$ cat src/rtl/cfg_pkg.sv
/*
 constants, enums and carrier structs shared by the configuration
 decode block and its two helper modules.
 assumes a single core clock domain.
*/
package cfg_pkg;
   // dword offsets inside the legacy space, its top bound and the pointer off values
   localparam logic [9:0]  HDR_TYPE_DW   = 10'h003;
   localparam logic [9:0]  ROM_BAR_DW    = 10'h00c;
   localparam logic [9:0]  INT_PIN_DW    = 10'h00f;
   localparam logic [9:0]  LEGACY_TOP_DW = 10'h040;
   localparam logic [5:0]  LEGACY_OFF    = 6'h3f;
   localparam logic [9:0]  EXT_OFF       = 10'h3ff;
   // serial-number capability
   localparam logic [11:0] SN_BASE       = 12'h100;
   localparam logic [15:0] SN_ID         = 16'h0003;
   localparam logic [3:0]  SN_VERSION    = 4'h1;
   localparam logic [11:0] SN_NEXT_NONE  = 12'h000;
   localparam logic [11:0] SN_NEXT_A     = 12'h10c;
   localparam logic [11:0] SN_NEXT_B     = 12'h128;
   localparam logic [9:0]  LAST_DW_RST   = 10'h040;
   // field positions, default values and counts
   localparam int          TD_BIT        = 15;
   localparam int          ROM_MASK_LSB  = 11;
   localparam logic [31:0] ROM_NONE      = 32'h0000_0000;
   localparam logic [1:0]  ASPM_L0S      = 2'h1;
   localparam int          MSG_KINDS     = 11;
   localparam int          IDLE_STATES   = 5;

   typedef enum logic [3:0] {
      MSG_ERR_COR = 4'h0, MSG_ERR_NONFATAL = 4'h1, MSG_ERR_FATAL = 4'h2,
      MSG_INTA = 4'h3, MSG_INTB = 4'h4, MSG_INTC = 4'h5, MSG_INTD = 4'h6,
      MSG_PM_PME = 4'h7, MSG_PME_TO_ACK = 4'h8, MSG_UNLOCK = 4'h9,
      MSG_PME_TURN_OFF = 4'ha
   } msg_kind_e;

   // index equals the bit in the inferred-idle state mask
   typedef enum logic [2:0] {
      LT_L0 = 3'h0, LT_RCV_CFG = 3'h1, LT_SPEED_OK = 3'h2,
      LT_SPEED_FAIL = 3'h3, LT_LOOPBACK = 3'h4, LT_OTHER = 3'h7
   } ltssm_e;

   typedef struct packed {
      logic valid; logic write; logic [9:0] dword; logic [31:0] wdata;
   } cfg_req_s;
   typedef struct packed {
      logic valid; logic to_user; logic ur; logic [31:0] rdata;
   } cfg_rsp_s;
   typedef struct packed {
      logic valid; logic sop; logic eop; logic is_msg;
      msg_kind_e kind; logic [31:0] data;
   } rx_beat_s;
   typedef struct packed {
      logic [1:0] aspm; logic [2:0] l0s_exit; logic clk_pm;
      logic dll_active;
   } link_cap_s;
endpackage : cfg_pkg

$ cat src/rtl/idle_recovery.sv
/*
 inferred electrical idle gating and L0 to Recovery entry.
 assumes analog idle arrives from a pin; the rest is core-clock logic.
*/
`timescale 1ns/1ps
`default_nettype none
module idle_recovery (
   // clock and reset
   input  wire logic              mclk,
   input  wire logic              rst,
   // static settings
   input  wire logic [4:0]        idle_mask,
   input  wire logic              recovery_on_idle_from_l0,
   // physical layer
   input  wire cfg_pkg::ltssm_e   ltssm,
   input  wire logic              inferred_idle,
   input  wire logic              analog_idle_pin,
   input  wire logic              eios_seen,
   // results
   output logic                   infer_active,
   output logic                   enter_recovery
);
   import cfg_pkg::*;
   logic sync1_r, sync2_r, infer_nxt, enter_nxt, idle_hit;

   always_comb begin
      infer_nxt = (ltssm != LT_OTHER) && idle_mask[ltssm];
      idle_hit  = idle_mask[0] ? inferred_idle : (sync2_r && !eios_seen);
      enter_nxt = recovery_on_idle_from_l0 && (ltssm == LT_L0) && idle_hit;
   end

   always_ff @(posedge mclk or posedge rst) begin
      if (rst) begin
         sync1_r        <= 1'b0;
         sync2_r        <= 1'b0;
         infer_active   <= 1'b0;
         enter_recovery <= 1'b0;
      end else begin
         sync1_r        <= analog_idle_pin;
         sync2_r        <= sync1_r;
         infer_active   <= infer_nxt;
         enter_recovery <= enter_nxt;
      end
   end
endmodule : idle_recovery
`default_nettype wire

$ cat src/rtl/msg_router.sv
/*
 receive path: message decode, mask-gated forwarding to user logic and
 optional digest trim (TD cleared, ECRC dword removed).
 assumes beats arrive with no back-pressure, one per cycle at most.
*/
`timescale 1ns/1ps
`default_nettype none
module msg_router (
   // clock and reset
   input  wire logic                    mclk,
   input  wire logic                    rst,
   // static settings
   input  wire logic [10:0]             message_route_mask,
   input  wire logic                    rx_digest_trim,
   // receive in and out
   input  wire cfg_pkg::rx_beat_s       rx_in,
   output cfg_pkg::rx_beat_s            rx_out,
   // decoder side
   output logic                         msg_decoded,
   output cfg_pkg::msg_kind_e           msg_decoded_kind
);
   import cfg_pkg::*;
   rx_beat_s hold_r, hold_nxt, out_nxt, beat;
   logic     hold_v_r, hold_v_nxt, td_r, td_nxt, drop_r, drop_nxt;
   logic     trim_tlp, drop_now;

   always_comb begin
      beat       = rx_in;
      td_nxt     = td_r;
      drop_nxt   = drop_r;
      if (rx_in.valid && rx_in.sop) begin
         td_nxt   = rx_in.data[TD_BIT];
         drop_nxt = rx_in.is_msg && !message_route_mask[rx_in.kind];
         if (rx_digest_trim)
            beat.data[TD_BIT] = 1'b0;
      end
      trim_tlp   = rx_digest_trim && td_nxt;
      drop_now   = drop_nxt;
      out_nxt    = '0;
      hold_nxt   = hold_r;
      hold_v_nxt = hold_v_r;
      if (rx_in.valid) begin
         if (!trim_tlp) begin
            out_nxt = beat;
         end else if (rx_in.eop) begin
            out_nxt     = hold_r;
            out_nxt.eop = 1'b1;
            out_nxt.valid = hold_v_r;
            hold_v_nxt  = 1'b0;
         end else begin
            out_nxt    = hold_v_r ? hold_r : '0;
            hold_nxt   = beat;
            hold_v_nxt = 1'b1;
         end
         if (drop_now)
            out_nxt.valid = 1'b0;
      end
   end

   always_ff @(posedge mclk or posedge rst) begin
      if (rst) begin
         hold_r           <= '0;
         hold_v_r         <= 1'b0;
         td_r             <= 1'b0;
         drop_r           <= 1'b0;
         rx_out           <= '0;
         msg_decoded      <= 1'b0;
         msg_decoded_kind <= MSG_ERR_COR;
      end else begin
         hold_r           <= hold_nxt;
         hold_v_r         <= hold_v_nxt;
         td_r             <= td_nxt;
         drop_r           <= drop_nxt;
         rx_out           <= out_nxt;
         msg_decoded      <= rx_in.valid && rx_in.sop && rx_in.is_msg;
         msg_decoded_kind <= rx_in.kind;
      end
   end
endmodule : msg_router
`default_nettype wire

$ cat src/rtl/cfg_space_decode.sv
/*
 configuration request decode for a PCI Express port: routes legacy and
 extended requests to user logic or the internal config manager,
 answers Unsupported Request for unimplemented dwords, serves the
 header type, expansion ROM BAR, interrupt pin and serial-number
 capability, and drives the static link capability fields. instantiates
 the receive message router and the idle recovery helper.
 assumes one core clock; static settings are module parameters.
*/
// Functional notes
// - serial-number capability decoded relative to a 12-bit byte base, 100h.
// - capability header reports identifier 0003h and version 1h.
// - next pointer is 000h when last, else 10Ch or 128h.
// - absent serial-number capability is unreachable from link and management port.
// - messages always decoded; forwarded to user only when mask bit set.
// - mask bits: errors, INTA-INTD, PM_PME, PME_TO_ACK, Unlock, PME_Turn_Off.
// - digest trim clears TD and removes ECRC before delivery.
// - leave L0 for Recovery on inferred or analog idle without EIOS.
// - ROM BAR: bit0 implement, [10:1] zero, [31:11] aperture mask.
// - legacy requests at or above 6-bit pointer go to user; 3Fh none.
// - extended requests at or above 10-bit pointer go user; 3FFh disables.
// - header type only 00h or 01h; bit7 zero, bit0 selects type.
// - inferred idle applied in LTSSM states selected by 5-bit mask.
// - interrupt pin 0 means none, 1 to 4 means INTA to INTD.
// - internal accesses above last implemented dword get Unsupported Request.
// - no extended capabilities: limit 0x40, offset 0x100 reads zero.
// - gap between last dword and extended pointer answers Unsupported Request.
// - root port advertises configured link number in TS1/TS2; endpoints 00h.
// - active PM support field only takes value 1.
// - L0s exit latency code 0 to 7, doubling per step.
// - clock removal and link active reporting bits; endpoints leave reporting off.
`timescale 1ns/1ps
`default_nettype none
module cfg_space_decode #(
   parameter logic        ROOT_PORT                = 1'b0,
   parameter logic [7:0]  LINK_NUMBER              = 8'h00,
   parameter logic [11:0] SERIAL_NUMBER_CAP_BASE   = cfg_pkg::SN_BASE,
   parameter logic [11:0] SERIAL_NUMBER_NEXT_PTR   = cfg_pkg::SN_NEXT_NONE,
   parameter logic        SERIAL_NUMBER_PRESENT    = 1'b1,
   // arbitrary serial number value
   parameter logic [63:0] SERIAL_NUMBER_VALUE      = 64'h0000_0000_0000_0001,
   parameter logic [10:0] MESSAGE_ROUTE_MASK       = 11'h000,
   parameter logic        RX_DIGEST_TRIM           = 1'b0,
   parameter logic        RECOVERY_ON_IDLE_FROM_L0 = 1'b1,
   parameter logic [4:0]  INFERRED_IDLE_MASK       = 5'h00,
   parameter logic [31:0] EXPANSION_ROM            = cfg_pkg::ROM_NONE,
   parameter logic [5:0]  LEGACY_USER_CFG_POINTER  = cfg_pkg::LEGACY_OFF,
   parameter logic [9:0]  EXTENDED_USER_CFG_POINTER= cfg_pkg::EXT_OFF,
   parameter logic [7:0]  HEADER_TYPE              = 8'h00,
   parameter logic [7:0]  INTERRUPT_PIN            = 8'h01,
   parameter logic [9:0]  LAST_IMPLEMENTED_DWORD   = cfg_pkg::LAST_DW_RST,
   parameter logic [1:0]  ACTIVE_PM_SUPPORT_FIELD  = cfg_pkg::ASPM_L0S,
   parameter logic [2:0]  L0S_EXIT_COMCLK_GEN1     = 3'h0,
   parameter logic        CLOCK_PM_SUPPORT         = 1'b0,
   parameter logic        LINK_ACTIVE_REPORTING    = 1'b0
) (
   // clock and reset
   input  wire logic                    mclk,
   input  wire logic                    rst,
   // configuration requests from link or management port
   input  wire cfg_pkg::cfg_req_s       cfg_req,
   output cfg_pkg::cfg_rsp_s            cfg_rsp,
   // received TLP stream
   input  wire cfg_pkg::rx_beat_s       rx_in,
   output cfg_pkg::rx_beat_s            rx_user,
   output logic                         msg_decoded,
   output cfg_pkg::msg_kind_e           msg_decoded_kind,
   // physical layer
   input  wire cfg_pkg::ltssm_e         ltssm,
   input  wire logic                    inferred_idle,
   input  wire logic                    analog_idle_pin,
   input  wire logic                    eios_seen,
   output logic                         infer_active,
   output logic                         enter_recovery,
   // static status toward the rest of the port
   output logic [7:0]                   advertised_link_number,
   output cfg_pkg::link_cap_s           link_caps,
   output logic [31:0]                  rom_bar,
   output logic                         legacy_intx_used,
   output logic [1:0]                   legacy_intx_line,
   output logic                         settings_bad
);
   import cfg_pkg::*;

   // settings forced to legal values; unsupported inputs fall back, save the serial-number base and recovery enable (BAD only)
   localparam logic [7:0]  HDR_OK =
      (HEADER_TYPE == 8'h01 && ROOT_PORT) ? 8'h01 : 8'h00;
   localparam logic [11:0] NEXT_OK =
      (SERIAL_NUMBER_NEXT_PTR == SN_NEXT_A ||
       SERIAL_NUMBER_NEXT_PTR == SN_NEXT_B) ?
      SERIAL_NUMBER_NEXT_PTR : SN_NEXT_NONE;
   localparam logic [7:0]  PIN_OK =
      (INTERRUPT_PIN <= 8'h04) ? INTERRUPT_PIN : 8'h00;
   localparam logic [31:0] ROM_MASK =
      EXPANSION_ROM[0] ? {EXPANSION_ROM[31:ROM_MASK_LSB], 10'h000, 1'b1}
                       : ROM_NONE;
   localparam logic [9:0]  SN_DW = SERIAL_NUMBER_CAP_BASE[11:2];
   localparam logic        BAD =
      (SERIAL_NUMBER_CAP_BASE != SN_BASE) ||
      (HEADER_TYPE != HDR_OK) ||
      (SERIAL_NUMBER_NEXT_PTR != NEXT_OK) ||
      (INTERRUPT_PIN != PIN_OK) ||
      (ACTIVE_PM_SUPPORT_FIELD != ASPM_L0S) ||
      (!ROOT_PORT && (LINK_NUMBER != 8'h00)) ||
      (!ROOT_PORT && LINK_ACTIVE_REPORTING) ||
      !RECOVERY_ON_IDLE_FROM_L0 ||
      (EXPANSION_ROM[10:1] != 10'h000);

   // request decode state
   cfg_rsp_s    rsp_nxt;
   logic [31:0] rom_r, rom_nxt;
   logic        legacy_req, user_legacy, user_ext, to_user;
   logic        above_last, sn_hit;
   logic [1:0]  sn_idx;
   logic [9:0]  sn_off;
   logic [31:0] rd_word;

   always_comb begin
      legacy_req  = cfg_req.dword < LEGACY_TOP_DW;
      user_legacy = legacy_req &&
                    (LEGACY_USER_CFG_POINTER != LEGACY_OFF) &&
                    (cfg_req.dword[5:0] >= LEGACY_USER_CFG_POINTER);
      user_ext    = !legacy_req &&
                    (EXTENDED_USER_CFG_POINTER != EXT_OFF) &&
                    (cfg_req.dword >= EXTENDED_USER_CFG_POINTER);
      to_user     = user_legacy || user_ext;
      // gap below the extended pointer falls here as well
      above_last  = cfg_req.dword > LAST_IMPLEMENTED_DWORD;
      // full offset, so dwords past the structure do not alias into it
      sn_off      = cfg_req.dword - SN_DW;
      sn_idx      = sn_off[1:0];
      sn_hit      = SERIAL_NUMBER_PRESENT &&
                    (cfg_req.dword >= SN_DW) &&
                    (sn_off <= 10'h002);
   end

   // internal read data; anything unlisted reads zero
   always_comb begin
      rd_word = 32'h0000_0000;
      if (sn_hit) begin
         if (sn_idx == 2'h0)
            rd_word = {NEXT_OK, SN_VERSION, SN_ID};
         else if (sn_idx == 2'h1)
            rd_word = SERIAL_NUMBER_VALUE[31:0];
         else
            rd_word = SERIAL_NUMBER_VALUE[63:32];
      end else if (cfg_req.dword == HDR_TYPE_DW) begin
         rd_word = {8'h00, HDR_OK, 16'h0000};
      end else if (cfg_req.dword == ROM_BAR_DW) begin
         rd_word = rom_r;
      end else if (cfg_req.dword == INT_PIN_DW) begin
         rd_word = {16'h0000, PIN_OK, 8'h00};
      end
   end

   always_comb begin
      rsp_nxt = '0;
      rom_nxt = rom_r;
      if (cfg_req.valid) begin
         rsp_nxt.valid   = 1'b1;
         rsp_nxt.to_user = to_user;
         if (!to_user) begin
            rsp_nxt.ur = above_last;
            if (!above_last && !cfg_req.write)
               rsp_nxt.rdata = rd_word;
            if (!above_last && cfg_req.write &&
                cfg_req.dword == ROM_BAR_DW)
               rom_nxt = cfg_req.wdata & ROM_MASK;
         end
      end
   end

   always_ff @(posedge mclk or posedge rst) begin
      if (rst) begin
         cfg_rsp <= '0;
         rom_r   <= ROM_NONE;
      end else begin
         cfg_rsp <= rsp_nxt;
         rom_r   <= rom_nxt;
      end
   end

   // static outputs, loaded once out of reset
   link_cap_s caps_nxt;
   logic [7:0] link_nxt;
   logic       bad_nxt;

   always_comb begin
      caps_nxt.aspm       = ASPM_L0S;
      caps_nxt.l0s_exit   = L0S_EXIT_COMCLK_GEN1;
      caps_nxt.clk_pm     = CLOCK_PM_SUPPORT;
      caps_nxt.dll_active = ROOT_PORT && LINK_ACTIVE_REPORTING;
      link_nxt            = ROOT_PORT ? LINK_NUMBER : 8'h00;
      bad_nxt             = BAD;
   end

   always_ff @(posedge mclk or posedge rst) begin
      if (rst) begin
         advertised_link_number <= 8'h00;
         link_caps              <= '0;
         rom_bar                <= ROM_NONE;
         legacy_intx_used       <= 1'b0;
         legacy_intx_line       <= 2'h0;
         settings_bad           <= 1'b0;
      end else begin
         advertised_link_number <= link_nxt;
         link_caps              <= caps_nxt;
         rom_bar                <= ROM_MASK;
         legacy_intx_used       <= PIN_OK != 8'h00;
         legacy_intx_line       <= 2'(PIN_OK - 8'h01);
         settings_bad           <= bad_nxt;
      end
   end

   // receive message path
   msg_router u_msg (
      .mclk               (mclk),
      .rst                (rst),
      .message_route_mask (MESSAGE_ROUTE_MASK),
      .rx_digest_trim     (RX_DIGEST_TRIM),
      .rx_in              (rx_in),
      .rx_out             (rx_user),
      .msg_decoded        (msg_decoded),
      .msg_decoded_kind   (msg_decoded_kind)
   );

   // idle inference and recovery entry
   idle_recovery u_idle (
      .mclk                     (mclk),
      .rst                      (rst),
      .idle_mask                (INFERRED_IDLE_MASK),
      .recovery_on_idle_from_l0 (RECOVERY_ON_IDLE_FROM_L0),
      .ltssm                    (ltssm),
      .inferred_idle            (inferred_idle),
      .analog_idle_pin          (analog_idle_pin),
      .eios_seen                (eios_seen),
      .infer_active             (infer_active),
      .enter_recovery           (enter_recovery)
   );
endmodule : cfg_space_decode
`default_nettype wire

$ cat config.mk
export PLATFORM = sky130hd
export DESIGN_NAME = cfg_space_decode
export DESIGN_NICKNAME = d
export VERILOG_FILES = /design/src/rtl/cfg_pkg.sv /design/src/rtl/idle_recovery.sv /design/src/rtl/msg_router.sv /design/src/rtl/cfg_space_decode.sv
export SDC_FILE = /design/constraint.sdc
export NUM_CORES = 1
export LEC_CHECK = 0
export BUFFER_PORTS_ARGS = -buffer_cell sky130_fd_sc_hd__buf_4
export CORE_AREA = 2 2 86 88
export CTS_CLUSTER_DIAMETER = 120
export DETAILED_ROUTE_END_ITERATION = 8
export DIE_AREA = 0 0 88 90
export PLACE_DENSITY_LB_ADDON = 0.05
export SLEW_MARGIN = 0
export SYNTH_ARGS = -nofsm -noshare
export SYNTH_HDL_FRONTEND = slang
export SYNTH_SLANG_ARGS = --single-unit
export TNS_END_PERCENT = 30
$ cat constraint.sdc
create_clock -name mclk -period 2 [get_ports mclk]
set_clock_uncertainty 0.1 [all_clocks]
set_input_delay 0.2 -clock mclk [delete_from_list [all_inputs] [get_ports mclk]]
set_output_delay 0.2 -clock mclk [all_outputs]
set_load 0.01 [all_outputs]
Yosys cells after proc, flatten, opt, wreduce, memory -nomap -nowiden. Memories as Yosys holds them, arrays and structs flattened. Index checks and enable logic that the tools add are counted. W data, S select, Z words.

Output and inout port bits: 133. Input port bits: 92. ROM bits: 24. Memories kept: 2. Logic and storage cells: 58. Register bits after elaboration: 86.

Mux-type cells: 13. Reductions and logical operators: 14. Equal/unequal tests: 5. $add $sub $neg: 1. Order comparisons: 5.

Memories: (no name shown) (depth 16, width 1, rd ports 1, clocked after memory_dff 0, wr ports 0, line msg_router.sv:33) `drop_nxt = rx_in.is_msg && !message_route_mask[rx_in.kind];`; (no name shown) (depth 8, width 1, rd ports 1, clocked after memory_dff 0, wr ports 0, line idle_recovery.sv:27) `infer_nxt = (ltssm != LT_OTHER) && idle_mask[ltssm];`.

Operator list (count): $mux W32 (2); $mux W40 (1); $mux W35 (1); $mux W9 (3); $eq A10 B4 Y1 const B (2); $mux W17 (1); $eq A10 B2 Y1 const B (1); $ge A10 B7 Y1 const B (1); $gt A10 B7 Y1 const B (1); $le A10 B2 Y1 const B (1); $sub A10 B7 Y10 const B (1); $logic_and A1 B1 Y1 (8); $lt A4 B5 Y1 const B (1); $mux W1 (5); $logic_not A1 Y1 (4); $lt A3 B4 Y1 const B (1); $logic_not A3 Y1 (1); $ne A3 B3 Y1 const B (1); $eq A2 B1 Y1 const B (1); $logic_not A2 Y1 (1).

Depth between registers and ports, before layout. Gate-level depths: netlist (run 1).

Depth after elaboration: 7. Mapped depth: 3. Mapped depth without buffers: 3.

Cells and area by module. From an unflattened synthesis (run 1), not the netlist that was laid out.

Cell total of the unflattened synthesis: 333. Area total of the unflattened synthesis: 4520.6 µm².

Modules (own cells, without submodules): msg_router (sequential area each 2177.1 µm², instances 1, cells an instance 217, area an instance 3485.8 µm²); cfg_space_decode (sequential area each 150.1 µm², instances 1, cells an instance 100, area an instance 855.8 µm²); idle_recovery (sequential area each 100.1 µm², instances 1, cells an instance 16, area an instance 178.9 µm²).

Worst setup path before layout (run 1). OpenSTA, ideal clock, no wires.

Kind: input to register. Start: in cfg_req[35] (netlist bit). End: reg cfg_rsp[0] (netlist bit). Slack: 0.834 ns. Stages: 3. Buffers on the path: 0. Arrival time: 0.999 ns. Required time: 1.833 ns. Setup time: 0.067 ns. Cells stage by stage: or4_4 -> nor3_2 -> and3_1.

RTL lines: start, declared (line cfg_space_decode.sv:61) `input wire cfg_pkg::cfg_req_s cfg_req,`; end signal, assigned (line cfg_space_decode.sv:178) `cfg_rsp <= rsp_nxt;`; end, declared (line cfg_space_decode.sv:62) `output cfg_pkg::cfg_rsp_s cfg_rsp,`.

==> out/metrics.json, run 1 <==
{
  "status": {"value": "completed"},
  "synth_enable_flop_cells": {"value": 0},
  "antenna_cells_inserted": {"value": 0},
  "layout-drive-gt1-share": {"value": 36.4, "unit": "%"},
  "syn2layout_area_growth": {"value": 47.0, "unit": "%"},
  "cell_with_the_largest_stage_delay_on_the_worst_path": {"value": "dlygate4sd3_1"},
  "wire_length_of_the_first_global_routing_pass": {"value": 6690, "unit": "um"},
  "core_area": {"value": 7020, "unit": "um^2"},
  "critical_path.startpoint": {"value": "cfg_req[43]"},
  "globalplace.congestion": {"value": 0.677},
  "fin_util": {"value": 49.9, "unit": "%"},
  "critical_path.reg2reg.startpoint": {"value": "u_msg.drop_r"},
  "achievable-frequency": {"value": 837, "unit": "MHz"},
  "avg_inst_size_synth": {"value": 11.9, "unit": "um^2"},
  "max_stage_delay": {"value": 520, "unit": "ps"},
  "hp-start": {"value": "rx_in[27]"},
  "kind_of_capture_point_of_the_worst_setup_path": {"value": "flop"},
  "cp_cell_sequence": {"value": "dlygate4sd3_1, buf_4, nor3b_1, and3_1"},
  "vdd_ir_drop_max": {"value": 0.288, "unit": "mV"},
  "tns": {"value": 0, "unit": "ps"},
  "maxCapViolCount": {"value": 0},
  "drt-vias-per-instance": {"value": 3.47},
  "synthTopCellsByCount": {"value": "81 x buf_4, 55 x dfrtp_1, 41 x and2_1"},
  "initial_utilization": {"value": 34.0, "unit": "%"},
  "hold_fails_final_rpt": {"value": 0},
  "antenna_left": {"value": 0},
  "seq_area_frac_synth": {"value": 57.7, "unit": "%"},
  "yosys_warnings": {"value": 0},
  "postRouteWirelength": {"value": 4620, "unit": "um"},
  "syn_inst": {"value": 200},
  "antenna_found_initial": {"value": 0},
  "wl_per_cell": {"value": 10.3, "unit": "um"},
  "place.port_buffers": {"value": 112},
  "critPathMaxFanout": {"value": 4},
  "cts.root.buffer_cell": {"value": "clkbuf_8"},
  "biggest_area_contributors_in_the_synthesized_netlist": {"value": "dfrtp_1 58%, buf_4 26%, and2_1 11%"},
  "drc_errors_left": {"value": 0},
  "netlist_area": {"value": 2380, "unit": "um^2"},
  "design_power_total": {"value": 2.33, "unit": "mW"},
  "ctsHoldBuffers": {"value": 31},
  "count_of_buffer_and_inverter_cells_on_the_critical_path": {"value": 2},
  "routed-via-count": {"value": 1556},
  "setup-violations-final": {"value": 0},
  "tritoncts": {"value": "built"},
  "timing.critical_path.max_delay_family": {"value": "buffers and inverters"},
  "die_x": {"value": 88, "unit": "um"},
  "synth_largest_area_cell": {"value": "dfrtp_1"},
  "maximum_number_of_pins_on_one_net_before_global_route_repair": {"value": 56},
  "h-tree-depth": {"value": 2},
  "cts_sinks": {"value": 55},
  "postSynthRegisterBits": {"value": 55},
  "ctsResizeCount": {"value": 0},
  "netlist.area_leader.share": {"value": 57.7, "unit": "%"},
  "globalRouteTotalUtil": {"value": 10.9, "unit": "%"},
  "grt.met2_usage": {"value": 18.4, "unit": "%"},
  "global_route_hottest_layer": {"value": "met2"},
  "num_io_pins": {"value": 225},
  "dp_hpwl": {"value": 3310, "unit": "um"},
  "ys_async_sr_fraction": {"value": 100, "unit": "%"},
  "synth-main-ff-cell": {"value": "dfrtp_1"},
  "total_leakage_power": {"value": 1.90, "unit": "nW"},
  "setup_crit_path_kind": {"value": "primary input to flop"},
  "number_of_pins_exceeding_their_max_slew_limit_in_the_final_report": {"value": 0},
  "clk_path_buf_depth": {"value": 2},
  "die_height": {"value": 90, "unit": "um"},
  "first_pass_iters": {"value": 4},
  "worst_skew_pair.late_latency": {"value": 300, "unit": "ps"},
  "hold_class": {"value": "primary input to flop"},
  "floorplan.rows": {"value": 31},
  "fin_nets": {"value": 440},
  "die-area": {"value": 7920, "unit": "um^2"},
  "fin_crit": {"value": 1190, "unit": "ps"},
  "final.period_utilization": {"value": 59.7, "unit": "%"},
  "clk_pin_slew_worst_paths": {"value": 90, "unit": "ps"},
  "post_cts.repair.setup_buffers": {"value": 0},
  "rsz0062_at_grt": {"value": "false"},
  "iteration_0_drc_count_of_the_detailed_router": {"value": 26},
  "grt_use_met1": {"value": 12.9, "unit": "%"},
  "p_per_area": {"value": 664, "unit": "nW/um^2"},
  "critPathArrivalTime": {"value": 1340, "unit": "ps"},
  "ys_types": {"value": 18},
  "cts_buffers": {"value": 5},
  "crit_path_start_kind": {"value": "primary input"},
  "yosys.cell_count.top_type": {"value": "buf_4"},
  "grt_util_met3": {"value": 4.04, "unit": "%"},
  "worstPathRequired": {"value": 2140, "unit": "ps"},
  "timing.hold.ws": {"value": 14.7, "unit": "ps"},
  "number_of_global_route_vias_before_repair": {"value": 1346},
  "globalRouteOverflowTotal": {"value": 0}
}
==> final timing paths <==
path,cells past startpoint,slack (ps),to
setup / recovery,4,810,cfg_rsp[0]
hold / removal,2,10,u_msg.rx_out[27]
setup reg to reg,1,1160,u_msg.drop_r
hold reg to reg,0,260,u_idle.sync2_r
max in group asynchronous,4,1140,u_msg.rx_out[39]
min in group asynchronous,4,420,cfg_rsp[8]
==> cell type report <==
cell class	count	area [um^2]
fillers	658	3520
inverters	1	3.75
multi-input cells	137	673
flip-flops and latches	55	1380
clock inverters	2	35.0
well taps	99	124
clock buffers	6	82.6
repair buffers	148	1210
==> flip-flops by register name, summed over array words and instances (netlist names) <==
name	cells
u_idle.sync1_r	1
u_idle.sync2_r	1
u_msg.msg_decoded	1
u_idle.enter_recovery	1
link_caps	1
cfg_rsp	5
u_msg.rx_out	40
u_msg.msg_decoded_kind	4
u_msg.drop_r	1
==> power by group <==
part / internal (mW) / switching [mW] / leakage (nW)
Sequential: 1.17 / 0.0144 / 0.701
Combinational: 0.210 / 0.189 / 1.14
Clock: 0.405 / 0.341 / 0.0612
==> per-stage QoR <==
step / area [um^2] / setup WS [ps] / instances
6_report: 3500 / 806 / 448
2_1_floorplan: 2680 / 357 / 278
3_5_place_dp: 3050 / 611 / 406
4_1_cts: 3470 / 813 / 445
5_1_grt: 3500 / 690 / 448
3_3_place_gp: 3050 / 627 / 406
==> cells by family (layout without fill, tap and decap cells) <==
kind of cell / count (synthesis) / in the layout / synth area share [%]
and+or+nand+nor: 54 / 54 / 14.5
AOI/OAI and AO/OA: 1 / 1 / 0.210
other: 2 / 80 / 0.315
DFF: 55 / 55 / 57.7
buffers and inverters: 86 / 157 / 26.3
muxes: 2 / 2 / 0.892
==> routing by layer <==
| metal | wire (um) | share of wire, % |
|---|---|---|
| met5 | 0 | 0 |
| met4 | 45 | 0.97 |
| met3 | 492 | 11 |
| met2 | 2380 | 52 |
| met1 | 1700 | 37 |
==> layout by cell type (no fill, tap or decap), types with 2 or more instances in the layout <==
| cell type | synthesis | layout |
|---|---|---|
| dfrtp_1 | 55 | 55 |
| buf_4 | 81 | 113 |
| nand2_1 | 2 | 2 |
| and3_1 | 4 | 4 |
| and2_1 | 41 | 41 |
| clkbuf_8 | 0 | 6 |
| dlygate4sd3_1 | 0 | 34 |
| conb_1 | 2 | 80 |
Power figures use the tool's default switching activity.
==> run 2: changes to the inputs <==
==> constraint.sdc (replaced) <==
create_clock -name mclk -period 1.1 [get_ports mclk]
set_clock_uncertainty 0.1 [all_clocks]
set_input_delay 0.11 -clock mclk [delete_from_list [all_inputs] [get_ports mclk]]
set_output_delay 0.11 -clock mclk [all_outputs]
set_load 0.01 [all_outputs]
==> out/metrics.json, run 2 (synthesis results as in run 1) <==
{
  "crit_path_start_kind": {"value": "flop"},
  "globalplace.congestion": {"value": 0.661, "change": "-2.5%"},
  "p_per_area": {"value": 1150, "unit": "nW/um^2", "change": "+73%"},
  "number_of_pins_exceeding_their_max_slew_limit_in_the_final_report": {"value": 0, "change": "unchanged"},
  "critical_path.reg2reg.startpoint": {"value": "u_msg.drop_r"},
  "core_area": {"value": 7020, "unit": "um^2", "change": "unchanged"},
  "final_cell_area": {"value": 3680, "unit": "um^2", "change": "+5.2%"},
  "number_of_flip_flops_under_the_largest_register_name": {"value": 40, "change": "unchanged"},
  "tritoncts": {"value": "built"},
  "final_cell_mix": {"value": "114 x buf_4, 80 x conb_1, 55 x dfrtp_1"},
  "crit-reg2reg-capture": {"value": "u_msg.drop_r"},
  "floorplan.rows": {"value": 31, "change": "unchanged"},
  "die_x": {"value": 88, "unit": "um", "change": "unchanged"},
  "achievable-frequency": {"value": 959, "unit": "MHz"},
  "cell_count_of_the_worst_reg_to_reg_path": {"value": 1, "change": "unchanged"},
  "met2_wirelength": {"value": 2620, "unit": "um", "change": "+10%"},
  "count_of_buffer_and_inverter_cells_on_the_critical_path": {"value": 1, "change": "-1"},
  "tns": {"value": 0, "unit": "ps", "change": "unchanged"},
  "antenna_found_initial": {"value": 0, "change": "unchanged"},
  "cp_cell_sequence": {"value": "buf_4"},
  "syn2layout_area_growth": {"value": 54.6, "unit": "%"},
  "register_area": {"value": 1380, "unit": "um^2", "change": "unchanged"},
  "max_stage_delay": {"value": 390, "unit": "ps", "change": "-130 ps"},
  "hold_fails_final_rpt": {"value": 0, "change": "unchanged"},
  "dr.max_layer_used": {"value": "met4"},
  "cp_num_cells": {"value": 1, "change": "-3"},
  "clk_path_buf_depth": {"value": 2, "change": "unchanged"},
  "timing.hold.worst_path_depth": {"value": 3, "change": "+1"},
  "postRouteWirelength": {"value": 4890, "unit": "um", "change": "+6.0%"},
  "globalRouteOverflowTotal": {"value": 0, "change": "unchanged"},
  "antenna_left": {"value": 0, "change": "unchanged"},
  "final.period_utilization": {"value": 94.8, "unit": "%"},
  "critPathArrivalTime": {"value": 830, "unit": "ps", "change": "-510 ps"},
  "die_height": {"value": 90, "unit": "um", "change": "unchanged"},
  "cts_sinks": {"value": 55, "change": "unchanged"},
  "register_to_register_setup_slack": {"value": 260, "unit": "ps", "change": "-900 ps"},
  "multiInputGateArea": {"value": 684, "unit": "um^2", "change": "+1.7%"},
  "hp-start": {"value": "cfg_req[38]"},
  "registers.top_by_ff_count": {"value": "u_msg.rx_out"},
  "number_of_global_route_vias_before_repair": {"value": 1510, "change": "+12%"},
  "vdd_ir_drop_max": {"value": 0.543, "unit": "mV", "change": "+88%"},
  "layout-drive-gt1-share": {"value": 35.2, "unit": "%", "change": "-1.1 points"},
  "setup-violations-final": {"value": 0, "change": "unchanged"},
  "worst_skew_pair.late_latency": {"value": 300, "unit": "ps", "change": "about the same"},
  "die-area": {"value": 7920, "unit": "um^2", "change": "unchanged"},
  "wire_length_of_the_first_global_routing_pass": {"value": 7450, "unit": "um", "change": "+11%"},
  "hold_class": {"value": "primary input to flop"},
  "clk_pin_slew_worst_paths": {"value": 90, "unit": "ps", "change": "about the same"},
  "kind_of_capture_point_of_the_worst_setup_path": {"value": "primary output"},
  "top_regs": {"value": "u_msg.rx_out x40, cfg_rsp x5, u_msg.msg_decoded_kind x4"},
  "maximum_number_of_pins_on_one_net_before_global_route_repair": {"value": 41, "change": "-27%"},
  "place.port_buffers": {"value": 112, "change": "unchanged"},
  "min_delay_worst_endpoint": {"value": "cfg_rsp[8]"},
  "antenna_cells_inserted": {"value": 0, "change": "unchanged"},
  "fin_cells": {"value": 465, "change": "+3.8%"},
  "iteration_0_drc_count_of_the_detailed_router": {"value": 61, "change": "+130%"},
  "worstPathRequired": {"value": 890, "unit": "ps", "change": "-1250 ps"},
  "drc_errors_left": {"value": 0, "change": "unchanged"},
  "routed-via-count": {"value": 1650, "change": "+6.0%"},
  "rsz0062_at_grt": {"value": "false"},
  "cts_buffers": {"value": 5, "change": "unchanged"},
  "total_leakage_power": {"value": 1.96, "unit": "nW", "change": "+3.4%"},
  "dp_hpwl": {"value": 3320, "unit": "um", "change": "+0.14%"},
  "fin_crit": {"value": 1040, "unit": "ps"},
  "placement.cell_area": {"value": 3060, "unit": "um^2", "change": "+0.37%"},
  "maxCapViolCount": {"value": 0, "change": "unchanged"},
  "setup_crit_path_kind": {"value": "flop to primary output"},
  "drt-vias-per-instance": {"value": 3.55, "change": "+2.2%"},
  "timing.critical_path.max_delay_family": {"value": "flip-flops"},
  "initial_utilization": {"value": 34.0, "unit": "%", "change": "unchanged"},
  "critPathMaxFanout": {"value": 2, "change": "-2"},
  "post-place-cells": {"value": 407, "change": "+0.25%"},
  "met1Wirelength": {"value": 1780, "unit": "um", "change": "+4.9%"},
  "num_io_pins": {"value": 225, "change": "unchanged"},
  "first_pass_iters": {"value": 3, "change": "-1"},
  "globalRouteTotalUtil": {"value": 12.2, "unit": "%", "change": "+1.4 points"},
  "status": {"value": "completed"},
  "fin_nets": {"value": 458, "change": "+4.1%"},
  "cts.root.buffer_cell": {"value": "clkbuf_8"},
  "wl_per_cell": {"value": 10.5, "unit": "um", "change": "+2.1%"},
  "final_common_cell": {"value": "buf_4"},
  "n_fill_cell": {"value": 648, "change": "-1.5%"},
  "routed-wl-met3": {"value": 422, "unit": "um", "change": "-14%"},
  "h-tree-depth": {"value": 2, "change": "unchanged"},
  "cell_with_the_largest_stage_delay_on_the_worst_path": {"value": "dfrtp_1"}
}
[run 2: through the flow]
| stage | hold slack, ps | setup slack [ps] | power, mW | utilization (%) |
|---|---|---|---|---|
| after CTS | -8.61 | 29.0 | 4.29 | 52.2 |
| after global placement | -3.45 | -145 | 2.82 | 43.5 |
| after floorplan | 41.4 | 24.2 | 2.68 | - |
| after detailed placement | 0.933 | -164 | 2.83 | 43.5 |
| after global routing | 10.4 | 7.69 | 4.44 | 52.5 |
| final | 28.7 | 57.4 | 4.22 | 52.5 |
[run 2: what timing repair did]
item / CTS / global route
hold endpoints to repair: 107 / 1
buffers inserted: 0 / 0
gates resized for setup: 0 / 2
hold buffers: 50 / 1
endpoints found under the setup margin: 0 / 4
[run 2: power by group]
group | internal [mW] | switching [mW] | leakage [nW]
logic | 0.423 | 0.358 | 1.21
clock network | 0.666 | 0.626 | 0.0502
registers | 2.12 | 0.0275 | 0.701
total | 3.21 | 1.01 | 1.96
[run 2: area by class of cell]
cell class | count | share of cell area, %
Tap cell | 99 | 3.36
Clock buffer | 5 | 1.87
Sequential cell | 55 | 37.4
Multi-Input combinational cell | 137 | 18.6
Clock inverter | 2 | 1.02
Inverter | 1 | 0.204
Timing Repair Buffer | 166 | 37.6
[run 2: worst max path at each step]
stage	start	to	slack (ps)
2_1_floorplan	cfg_req[35]	cfg_rsp[0]	20
3_3_place_gp	cfg_req[41]	cfg_rsp[8]	-140
3_5_place_dp	cfg_req[41]	cfg_rsp[8]	-160
4_1_cts	cfg_rsp[1]	cfg_rsp[1]	30
5_1_grt	cfg_rsp[1]	cfg_rsp[1]	8
6_report	cfg_rsp[1]	cfg_rsp[1]	60
[run 2: routing by layer]
metal	vias up	GRT usage, %
met5	-	0
met4	0	4.23
met3	5	3.49
met2	98	20.8
met1	766	14.5
li1	781	-
==> run 3: changes to the inputs <==
==> constraint.sdc (replaced) <==
create_clock -name mclk -period 1.3 [get_ports mclk]
set_clock_uncertainty 0.1 [all_clocks]
set_input_delay 0.13 -clock mclk [delete_from_list [all_inputs] [get_ports mclk]]
set_output_delay 0.13 -clock mclk [all_outputs]
set_load 0.01 [all_outputs]
==> out/metrics.json, run 3 (synthesis results as in run 1) <==
{
  "kind_of_capture_point_of_the_worst_setup_path": {"value": "flop"},
  "routed-via-count": {"value": 1619, "change": "-1.9%"},
  "placement.cell_area": {"value": 3070, "unit": "um^2", "change": "+0.41%"},
  "cts_sinks": {"value": 55, "change": "unchanged"},
  "ctsResizeCount": {"value": 0, "change": "unchanged"},
  "die-area": {"value": 7920, "unit": "um^2", "change": "unchanged"},
  "achievable-frequency": {"value": 866, "unit": "MHz"},
  "power.internal": {"value": 2.53, "unit": "mW", "change": "-21%"},
  "cell_with_the_largest_stage_delay_on_the_worst_path": {"value": "dlygate4sd3_1"},
  "worst_skew_pair.late_latency": {"value": 300, "unit": "ps", "change": "about the same"},
  "num_io_pins": {"value": 225, "change": "unchanged"},
  "tritoncts": {"value": "built"},
  "drc_errors_left": {"value": 0, "change": "unchanged"},
  "number_of_global_route_vias_before_repair": {"value": 1526, "change": "+1.1%"},
  "floorplan.rows": {"value": 31, "change": "unchanged"},
  "registers.top_by_ff_count": {"value": "u_msg.rx_out"},
  "final_cell_area": {"value": 3640, "unit": "um^2", "change": "-1.3%"},
  "timing.hold.worst_path_depth": {"value": 3, "change": "unchanged"},
  "post-place-cells": {"value": 407, "change": "unchanged"},
  "globalplace.congestion": {"value": 0.670, "change": "+1.3%"},
  "rsz0062_at_grt": {"value": "false"},
  "first_pass_iters": {"value": 4, "change": "+1"},
  "final_critical_path_setup_slack": {"value": 145, "unit": "ps", "change": "+87.2 ps"},
  "clk_path_buf_depth": {"value": 2, "change": "unchanged"},
  "die_height": {"value": 90, "unit": "um", "change": "unchanged"},
  "cts.root.buffer_cell": {"value": "clkbuf_8"},
  "critical_path.reg2reg.startpoint": {"value": "u_msg.drop_r"},
  "total_leakage_power": {"value": 1.94, "unit": "nW", "change": "-1.1%"},
  "worstPathRequired": {"value": 1400, "unit": "ps", "change": "+510 ps"},
  "dp_hpwl": {"value": 3260, "unit": "um", "change": "-1.8%"},
  "min_delay_worst_endpoint": {"value": "cfg_rsp[8]"},
  "setup_crit_path_kind": {"value": "primary input to flop"},
  "number_of_flip_flops_under_the_largest_register_name": {"value": 40, "change": "unchanged"},
  "number_of_pins_exceeding_their_max_slew_limit_in_the_final_report": {"value": 0, "change": "unchanged"},
  "drt-vias-per-instance": {"value": 3.50, "change": "-1.5%"},
  "register_to_register_setup_slack": {"value": 460, "unit": "ps", "change": "+200 ps"},
  "setup-violations-final": {"value": 0, "change": "unchanged"},
  "netSwitchingFraction": {"value": 25.6, "unit": "%", "change": "+1.7 points"},
  "cts_buffers": {"value": 5, "change": "unchanged"},
  "critPathArrivalTime": {"value": 1260, "unit": "ps", "change": "+430 ps"},
  "cell_count_of_the_worst_reg_to_reg_path": {"value": 1, "change": "unchanged"},
  "final_common_cell": {"value": "buf_4"},
  "clk_pin_slew_worst_paths": {"value": 90, "unit": "ps", "change": "about the same"},
  "maxCapViolCount": {"value": 0, "change": "unchanged"},
  "globalRouteTotalUtil": {"value": 11.8, "unit": "%", "change": "-0.48 points"},
  "final.period_utilization": {"value": 88.9, "unit": "%"},
  "wl_per_cell": {"value": 10.2, "unit": "um", "change": "-2.9%"},
  "p_per_area": {"value": 933, "unit": "nW/um^2", "change": "-19%"},
  "status": {"value": "completed"},
  "cp_cell_sequence": {"value": "dlygate4sd3_1, buf_4, buf_4, and2_1"},
  "fin_nets": {"value": 455, "change": "-0.66%"},
  "fin_crit": {"value": 1160, "unit": "ps"},
  "globalRouteOverflowTotal": {"value": 0, "change": "unchanged"},
  "hp-start": {"value": "cfg_req[42]"},
  "share_seq_of_total_power": {"value": 53.5, "unit": "%", "change": "+2.6 points"},
  "die_x": {"value": 88, "unit": "um", "change": "unchanged"},
  "top_regs": {"value": "u_msg.rx_out x40, cfg_rsp x5, u_msg.msg_decoded_kind x4"},
  "antenna_cells_inserted": {"value": 0, "change": "unchanged"},
  "critPathMaxFanout": {"value": 40, "change": "+38"},
  "hold_fails_final_rpt": {"value": 0, "change": "unchanged"},
  "crit_path_start_kind": {"value": "primary input"},
  "syn2layout_area_growth": {"value": 52.7, "unit": "%"},
  "antenna_found_initial": {"value": 0, "change": "unchanged"},
  "antenna_left": {"value": 0, "change": "unchanged"},
  "place_worst_setup_slack": {"value": 3.17, "unit": "ps", "change": "+167 ps"},
  "vdd_ir_drop_max": {"value": 0.437, "unit": "mV", "change": "-19%"},
  "critical-path-top-cell-by-count": {"value": "buf_4"},
  "maximum_number_of_pins_on_one_net_before_global_route_repair": {"value": 41, "change": "unchanged"},
  "postRouteWirelength": {"value": 4730, "unit": "um", "change": "-3.4%"},
  "crit-reg2reg-capture": {"value": "u_msg.drop_r"},
  "layout-drive-gt1-share": {"value": 35.2, "unit": "%", "change": "-0.081 points"},
  "final_cell_mix": {"value": "113 x buf_4, 80 x conb_1, 55 x dfrtp_1"},
  "initial_utilization": {"value": 34.0, "unit": "%", "change": "unchanged"},
  "max_stage_delay": {"value": 550, "unit": "ps", "change": "+160 ps"},
  "power.share.clock": {"value": 27.2, "unit": "%", "change": "-3.4 points"},
  "core_area": {"value": 7020, "unit": "um^2", "change": "unchanged"},
  "place.port_buffers": {"value": 112, "change": "unchanged"},
  "fin_cells": {"value": 463, "change": "-0.43%"},
  "combinational_group_share_of_total_power": {"value": 19.3, "unit": "%", "change": "+0.8 points"},
  "p_sw": {"value": 871, "unit": "uW", "change": "-14%"},
  "design_power_total": {"value": 3.40, "unit": "mW", "change": "-20%"},
  "hold_class": {"value": "primary input to flop"},
  "h-tree-depth": {"value": 2, "change": "unchanged"},
  "iteration_0_drc_count_of_the_detailed_router": {"value": 40, "change": "-34%"},
  "timing.hold.ws": {"value": 24.8, "unit": "ps", "change": "-3.97 ps"},
  "wire_length_of_the_first_global_routing_pass": {"value": 7130, "unit": "um", "change": "-4.4%"}
}
==> run 3: worst max-delay path: cells and delay by family <==
kind / cells / cell delay, ps
buffers and inverters: 3 / 920
and+or+nand+nor: 1 / 200
==> run 3: worst max-delay path by stage <==
stage / from / to / slack (ps) / cells past startpoint
after floorplan: cfg_req[35] / cfg_rsp[0] / 200 / 3
after global placement: cfg_req[41] / cfg_rsp[8] / -0.03 / 4
after detailed placement: cfg_req[41] / cfg_rsp[8] / 3 / 4
after CTS: rx_in[38] / u_msg.drop_r / 130 / 4
after global routing: cfg_req[38] / cfg_rsp[8] / 70 / 4
final: rx_in[39] / u_msg.rx_out[32] / 140 / 4
==> run 3: stage by stage <==
step | utilization (%) | TNS [ps]
after global routing | 51.8 | 0
after CTS | 51.8 | 0
after global placement | 43.7 | -0.0269
after floorplan | - | 0
final | 51.8 | 0
after detailed placement | 43.7 | 0
==> run 3: metal layers <==
metal	vias up	wire, um	share of wire (%)	GRT usage, %
li1	775	-	-	-
met1	745	1680	36	12.3
met2	97	2530	54	21.1
met3	2	479	10	4.13
met4	0	35	0.74	4.23
met5	-	0	0	0
==> run 3: power groups by stage <==
stage	clock [mW]	sequential, mW	combinational (mW)
CTS	0.982	1.82	0.661
floorplan	0	1.89	0.372
finish	0.924	1.82	0.655
global route	1.04	1.83	0.718
detailed placement	0	1.85	0.542
global placement	0	1.85	0.541
==> run 3: area by class of cell <==
cell class              count  area (um^2)
fillers                   624         3380
flip-flops and latches     55         1380
repair buffers            163         1370
multi-input cells         137          673
well taps                  99          124
clock buffers               5         68.8
clock inverters             3         20.0
inverters                   1         7.51
==> run 3: repair_timing <==
item	CTS	global route
hold endpoints to repair	79	0
buffers inserted	0	0
setup endpoints to repair	0	0
hold buffers	48	0
